**src/core/iwm_pkg.sv**
```systemverilog
package iwm_pkg;

  // Edge selection codes for each wake-capable input pin
  typedef enum logic [1:0]
  {
    IWM_EDGE_NONE = 2'h0,
    IWM_EDGE_RISE = 2'h1,
    IWM_EDGE_FALL = 2'h2,
    IWM_EDGE_ANY = 2'h3
  } iwm_edge_sel_t;

  localparam int IWM_NUM_PINS = 3;

  // Configuration word layout: bit 7..0 as seen by the host
  localparam int IWM_CFG_W = 8;
  localparam int IWM_POS_SEL0 = 6;
  localparam int IWM_POS_SEL1 = 4;
  localparam int IWM_POS_SEL2 = 2;
  localparam int IWM_POS_INH1 = 1;
  localparam int IWM_POS_INH0 = 0;
  localparam logic [IWM_CFG_W-1:0] IWM_CFG_RESET = 8'h00;

  typedef struct packed
  {
    iwm_edge_sel_t pin0_wake_edge_sel;
    iwm_edge_sel_t pin1_wake_edge_sel;
    iwm_edge_sel_t pin2_wake_edge_sel;
    logic int_inh_pin1;
    logic int_inh_pin0;
  } iwm_cfg_t;

endpackage : iwm_pkg

```
**src/core/iwm_edge_det.sv**
```systemverilog
`timescale 1ns/100ps
module iwm_edge_det
(
  // Clock and reset
  input wire logic core_clk,
  input wire logic reset,
  // Pin and selection
  input wire logic pin_in,
  input wire iwm_pkg::iwm_edge_sel_t edge_sel,
  // Result
  output logic wake_pulse
);

  logic sync1_q;
  logic sync2_q;
  logic prev_q;
  logic rise;
  logic fall;

  // Two stages before any logic reads the pin
  always_ff @(posedge core_clk)
  begin
    if (reset)
    begin
      sync1_q <= 1'b0;
      sync2_q <= 1'b0;
      prev_q <= 1'b0;
    end
    else
    begin
      sync1_q <= pin_in;
      sync2_q <= sync1_q;
      prev_q <= sync2_q;
    end
  end

  assign rise = sync2_q & ~prev_q;
  assign fall = ~sync2_q & prev_q;

  always_comb
  begin
    unique case (edge_sel)
      iwm_pkg::IWM_EDGE_NONE: wake_pulse = 1'b0;
      iwm_pkg::IWM_EDGE_RISE: wake_pulse = rise;
      iwm_pkg::IWM_EDGE_FALL: wake_pulse = fall;
      iwm_pkg::IWM_EDGE_ANY: wake_pulse = rise | fall;
    endcase
  end
endmodule : iwm_edge_det

```
**src/core/iwm_wake_cfg.sv**
```systemverilog
`timescale 1ns/100ps
module iwm_wake_cfg
(
  // Clock and resets
  input wire logic core_clk,
  input wire logic reset,
  input wire logic por,
  // Host configuration access
  input wire logic cfg_wr,
  input wire logic [iwm_pkg::IWM_CFG_W-1:0] cfg_wdata,
  output logic [iwm_pkg::IWM_CFG_W-1:0] cfg_rdata,
  output iwm_pkg::iwm_cfg_t cfg_q,
  // Input pins
  input wire logic [iwm_pkg::IWM_NUM_PINS-1:0] io_pin,
  // Events
  output logic [iwm_pkg::IWM_NUM_PINS-1:0] wake_event,
  output logic [iwm_pkg::IWM_NUM_PINS-1:0] int_pulse,
  output logic io_group_flag
);

  iwm_pkg::iwm_cfg_t cfg_d;
  logic [iwm_pkg::IWM_NUM_PINS-1:0] wake_raw;
  logic [iwm_pkg::IWM_NUM_PINS-1:0] int_en;
  logic [iwm_pkg::IWM_NUM_PINS-1:0] grp_q;

  function automatic iwm_pkg::iwm_edge_sel_t get_sel(input logic [iwm_pkg::IWM_CFG_W-1:0] w, input int pos);
    get_sel = iwm_pkg::iwm_edge_sel_t'(w[pos +: $bits(iwm_pkg::iwm_edge_sel_t)]);
  endfunction : get_sel

  always_comb
  begin
    cfg_d = cfg_q;
    if (cfg_wr)
    begin
      cfg_d.pin0_wake_edge_sel = get_sel(cfg_wdata, iwm_pkg::IWM_POS_SEL0);
      cfg_d.pin1_wake_edge_sel = get_sel(cfg_wdata, iwm_pkg::IWM_POS_SEL1);
      cfg_d.pin2_wake_edge_sel = get_sel(cfg_wdata, iwm_pkg::IWM_POS_SEL2);
      cfg_d.int_inh_pin1 = cfg_wdata[iwm_pkg::IWM_POS_INH1];
      cfg_d.int_inh_pin0 = cfg_wdata[iwm_pkg::IWM_POS_INH0];
    end
  end

  // Only power-on reset clears the settings; plain reset keeps them
  always_ff @(posedge core_clk)
  begin
    if (por)
      cfg_q <= iwm_pkg::iwm_cfg_t'(iwm_pkg::IWM_CFG_RESET);
    else
      cfg_q <= cfg_d;
  end

  assign cfg_rdata = cfg_q;

  // Detectors restart on either reset; a pin already high at release reads as a rise
  iwm_edge_det u_det0
  (
    .core_clk(core_clk),
    .reset(reset | por),
    .pin_in(io_pin[0]),
    .edge_sel(cfg_q.pin0_wake_edge_sel),
    .wake_pulse(wake_raw[0])
  );

  iwm_edge_det u_det1
  (
    .core_clk(core_clk),
    .reset(reset | por),
    .pin_in(io_pin[1]),
    .edge_sel(cfg_q.pin1_wake_edge_sel),
    .wake_pulse(wake_raw[1])
  );

  iwm_edge_det u_det2
  (
    .core_clk(core_clk),
    .reset(reset | por),
    .pin_in(io_pin[2]),
    .edge_sel(cfg_q.pin2_wake_edge_sel),
    .wake_pulse(wake_raw[2])
  );

  // Pin two has no inhibit of its own
  assign int_en = {1'b1, ~cfg_q.int_inh_pin1, ~cfg_q.int_inh_pin0};

  always_ff @(posedge core_clk)
  begin
    if (reset | por)
    begin
      wake_event <= '0;
      int_pulse <= '0;
    end
    else
    begin
      wake_event <= wake_raw;
      int_pulse <= wake_raw & int_en;
    end
  end

  // Group flag is a sticky record of every event, masked at the output by the current inhibits; cleared by reset
  always_ff @(posedge core_clk)
  begin
    if (reset | por)
      grp_q <= '0;
    else
      grp_q <= grp_q | wake_raw;
  end

  assign io_group_flag = |(grp_q & int_en);
endmodule : iwm_wake_cfg

```
**config.mk**
```make
export PLATFORM = sky130hd
export DESIGN_NAME = iwm_wake_cfg
export DESIGN_NICKNAME = d
export VERILOG_FILES = /design/src/core/iwm_pkg.sv /design/src/core/iwm_edge_det.sv /design/src/core/iwm_wake_cfg.sv
export SDC_FILE = /design/constraint.sdc
export NUM_CORES = 1
export LEC_CHECK = 0
export BUFFER_PORTS_ARGS = -buffer_cell sky130_fd_sc_hd__buf_2
export CAP_MARGIN = 40
export CORE_AREA = 2 2 50 52
export CTS_CLUSTER_DIAMETER = 200
export DETAILED_ROUTE_END_ITERATION = 6
export DIE_AREA = 0 0 52 54
export PLACE_DENSITY_LB_ADDON = 0.05
export SYNTH_ARGS = -nofsm -noshare
export SYNTH_HDL_FRONTEND = slang
export SYNTH_SLANG_ARGS = --single-unit
```
**constraint.sdc**
```tcl
create_clock -name core_clk -period 1.57 [get_ports core_clk]
set_input_delay 0 -clock core_clk [delete_from_list [all_inputs] [get_ports core_clk]]
set_output_delay 0 -clock core_clk [all_outputs]
set_load 0.02 [all_outputs]
```
# Word level (Yosys, flattened, before mapping)
# Index checks and enable logic that the tools add are counted.
dict set report word_totals {
  input_bits 15
  word_cells 54
  ff_bits 26
}
dict set report classes {
  n_mux 3
  eq_ne 9
  bitwise 21
  reduce_logical 4
}
# cell n
set op_table {}
lappend op_table {{equality test 2 bit (second input constant)} 6}
lappend op_table {{one-hot mux 1 bit (4 select lines)} 3}
lappend op_table {{NOT 1 bit} 8}
lappend op_table {{AND 1 bit} 6}
lappend op_table {{AND 3 bit} 2}
lappend op_table {{equality test 2 x 1 -> 1 bit (second input constant)} 3}
lappend op_table {{zero test 2 bit} 3}
lappend op_table {{OR 1 bit} 4}
lappend op_table {{OR 3 bit} 1}
lappend op_table {{OR reduction 3 bit} 1}

# Logic depth before layout (Yosys ltp)
dict set report logic_depth {
  depth_word 5
  ltp_mapped 5
  ltp_nobuf 5
}

# Hierarchy
# A second synthesis with hierarchy kept.
dict set report unflattened {
  cells_unflattened 101
  hier_area_um2 1021.0
}
# module seq_area_each_um2 cells_each n_inst area_each_um2
set modules_own_cells {}
lappend modules_own_cells {iwm_wake_cfg 320.3 56 1 615.6}
lappend modules_own_cells {iwm_edge_det 60.1 15 3 135.1}

# Worst setup path after synthesis
# Ideal clock, no wire load.
dict set report synth_timing {
  path_type {register to register}
  from {register u_det1.prev_q}
  to {register grp_q[1] (netlist bit)}
  setup_ns 0.121
  path_slack_ns 0.386
  stages_incl_launch_ff 6
  t_required_ns 1.449
  t_arrival_ns 1.063
  path_cell_list {dfxtp_1 inv_1 ha_1 or2_2 a31oi_4 a21oi_1}
}
dict set report synth_between {
  elab_chain_len 5
}
# item line_no
set synth_lines {}
lappend synth_lines {{start: declaration} iwm_edge_det.sv:16} ;# logic prev_q;
lappend synth_lines {{start signal: assignment} iwm_edge_det.sv:33} ;# prev_q <= sync2_q;
lappend synth_lines {{NOT 1 bit} iwm_edge_det.sv:37} ;# assign rise = sync2_q & ~prev_q;
lappend synth_lines {{AND 1 bit} iwm_edge_det.sv:37}
lappend synth_lines {{OR 1 bit} iwm_edge_det.sv:46} ;# iwm_pkg::IWM_EDGE_ANY: wake_pulse = rise | fall;
lappend synth_lines {{one-hot mux 1 bit (4 select lines) *} iwm_edge_det.sv:42} ;# unique case (edge_sel)
lappend synth_lines {{OR 3 bit *} iwm_wake_cfg.sv:105} ;# grp_q <= grp_q | wake_raw;
lappend synth_lines {{end signal: assignment} iwm_wake_cfg.sv:105}
lappend synth_lines {{end: declaration} iwm_wake_cfg.sv:24} ;# logic [iwm_pkg::IWM_NUM_PINS-1:0] grp_q;
# Every way passes the cells marked *; elsewhere a longest branch is shown, timed or not.
# A chain may end at the register's enable or synchronous reset.

# Worst setup path in the final report
# Same ends and word-level chain as after synthesis.

==> results.json <==
{
  "status": "complete, no violations",
  "max_clock_freq_ghz": 0.800,
  "die-area_um2": 2810,
  "grtUsageMet1_pct": 15.6,
  "share_seq_of_total_power_pct": 61.1,
  "dp.cells": 155,
  "cts.root.buffer_cell": "clkbuf_4",
  "worst_setup_path_start_kind": "register",
  "report.final.setup_viol": 0,
  "final_net_count": 166,
  "crit_fanout": 3,
  "track_usage_pct": 15.5,
  "p_total_w": 0.00110,
  "clock_insertion_delay_worst_skew_ns": 0.31,
  "cts_inserted_buffers": 3,
  "cell_internal_pwr_w": 0.000827,
  "met3_usage_pct": 5.83,
  "synth.largest_area_cell": "dfxtp_1",
  "detailedRoute.firstIterationViolations": 0,
  "synthArstFlopShare_pct": 0,
  "crit_path_end_kind": "register",
  "cts_setup_buffers": 0,
  "worstPathCellList": "inv_1 > ha_1 > or2_2 > a31oi_4 > a21oi_1",
  "antenna_violations_before_repair": 0,
  "synth.most_common_cell": "dfxtp_1",
  "final_min_period_over_clock_period_pct": 79.7,
  "switchingPower_w": 0.000269,
  "ys_seq_elements": 25,
  "layout_min_cycle_time_ns": 1.25,
  "synth.net_count": 121,
  "synth_seq_area_share_pct": 48.9,
  "routed_wirelength_um": 1900,
  "gr-max-usage-layer": "met2",
  "final.setup.tns_ns": 0,
  "power_frac_clock_pct": 25.0,
  "grt.overflow.total": 0,
  "clock_skew_ns": 0.00788,
  "rsz0062_at_grt": "no",
  "clkTransAtPathRegs_ns": 0.13,
  "postSynthCellCount": 100,
  "final_hold_viol_count": 0,
  "cts_tree": "built",
  "cts-root-to-sink-buffers": 2,
  "buffer_ports.inserted": 37,
  "timing.hold.worst.class": "in -> reg",
  "detail_route.wl_per_cell_um": 10.9,
  "maxCapViolations": 0,
  "routed_via_density": 4.31,
  "grt_max_degree": 14,
  "start_util_pct": 44.1,
  "route.detailed.drc": 0,
  "critical-path-slowest-cell": "dfxtp_1",
  "edff_count_synth": 0,
  "post_cts_resized": 0,
  "worst-slew-pin-transition_ns": 0.313,
  "die_h_um": 54,
  "core_um2": 2320,
  "met2_usage_pct": 30.4,
  "design.portCount": 38,
  "first_global_vias": 701,
  "switching_share_pct": 24.5,
  "yosysWarningCount": 0,
  "syn_area_per_cell_um2": 10.2,
  "cts.htree.levels": 1,
  "slew_headroom_pct": 78.9,
  "fp-row-count": 18,
  "worst-endpoint-arrival_ns": 1.46,
  "power_per_cell_area_nw_per_um2": 825,
  "cp_data_required_time_ns": 1.78,
  "detail_route.first_pass.iterations": 1,
  "dominantRegCellSynth": "dfxtp_1",
  "ant_nets": 0,
  "areaGrowthSynthToFinish_pct": 29.7,
  "grt_pass1_wl_um": 3010,
  "maximum_vdd_drop_v": 0.000780,
  "comb_power_share_pct": 13.9,
  "post-synth-top-area-fraction_pct": 48.9,
  "criticalPathCategory": "reg -> reg",
  "final-max-slew-violation-count": 0,
  "crit_buf_inv": 1,
  "gp_routability_congestion": 0.698,
  "top_family_by_delay_on_critical_path": "flip-flops",
  "final_layout_size_suffix_gt1_share_pct": 30.6,
  "place_hpwl_um": 1320,
  "tritoncts_num_sinks": 25,
  "critical_path.max_stage_delay_ns": 0.35,
  "synth_cell_type_count": 22,
  "netlist_top_cells_area": "dfxtp_1, mux2i_1, ha_1",
  "leakagePower_nw": 0.632,
  "chipWidth_um": 52,
  "insertedDiodeCount": 0,
  "synth.cells.most_frequent": "dfxtp_1, nor2_1, buf_4, inv_1, mux2i_1",
  "layoutNonFillerInstCount": 174,
  "route.vias.total": 750,
  "syn_area_um2": 1020
}
final timing paths:
path                  startpoint             end  slack (ns)  depth (start not counted)
hold / removal               por        cfg_q[3]       0.007                          2
hold reg to reg   u_det2.sync1_q  u_det2.sync2_q        0.44                          1
setup reg to reg   u_det1.prev_q        grp_q[1]        0.32                          5
setup / recovery   u_det1.prev_q        grp_q[1]        0.32                          5
power by group through the flow:
stage                     Clock [W]  Combinational, W  Sequential [W]
after global routing       0.000311          0.000168        0.000673
after global placement            0          0.000123        0.000683
after CTS                  0.000289          0.000153        0.000670
after floorplan                   0         0.0000820        0.000696
after detailed placement          0          0.000124        0.000684
final                      0.000274          0.000152        0.000669
placed cells by master (no fill, tap or decap):
cell | synthesis | layout
buf_2 | 1 | 37
dfxtp_1 | 25 | 25
dlygate4sd3_1 | 0 | 15
nor2_1 | 13 | 13
inv_1 | 9 | 9
mux2i_1 | 8 | 8
and2_1 | 6 | 6
ha_1 | 6 | 6
nor2b_1 | 4 | 4
a21oi_1 | 3 | 3
clkbuf_4 | 0 | 3
o21ai_0 | 2 | 2
nand3b_1 | 2 | 2
a31oi_1 | 2 | 2
o221ai_1 | 1 | 1
or2_4 | 1 | 1
or2_2 | 1 | 1
nand2_1 | 1 | 1
and3b_1 | 1 | 1
a31oi_4 | 1 | 1
nor3_2 | 1 | 1
a211oi_1 | 1 | 1
clkbuf_1 | 0 | 1
state kept, by name, summed over array words and instances, names as in the netlist, 2 cells and up:
name        count
grp_q           3
cfg_q           8
int_pulse       2
wake_event      3
through the flow:
| stage | setup slack [ns] | hold slack (ns) | util [%] | instance area, um2 |
|---|---|---|---|---|
| finish | 0.319 | 0.00698 | 57.2 | 1330 |
| global route | 0.213 | 0.0190 | 57.2 | 1330 |
| CTS | 0.298 | 0.00755 | 57.2 | 1330 |
| detailed placement | 0.342 | 0.205 | 49.6 | 1150 |
| global placement | 0.379 | 0.201 | 49.6 | 1150 |
| floorplan | 0.386 | 0.122 | - | 1020 |
logic make-up after synthesis:
group	Yosys count	share of synthesized area, %
buffers and inverters	21	12.6
AOI/OAI and AO/OA	10	7.33
and+or+nand+nor	30	16.0
muxes	8	7.82
adders and majority gates	6	7.33
DFF	25	48.9
final cells by class:
cell class	instances	area, um2
fill	226	992
clock buffer	4	26.3
multi-input combinational	54	394
timing repair buffer	52	335
sequential	25	500
tap	30	37.5
inverter	9	33.8
timing repair:
action / in CTS / in global routing
endpoints found under the setup margin: 0 / 0
hold endpoints to repair: 11 / 0
hold buffers: 15 / 0
per-layer routing:
metal | wire, um | vias to the layer above | part of all wire (%)
li1 | - | 401 | -
met1 | 754 | 322 | 40
met2 | 1010 | 25 | 53
met3 | 122 | 2 | 6.4
met4 | 10 | 0 | 0.53
met5 | 0 | - | 0
(Power assumes the default switching activity.)
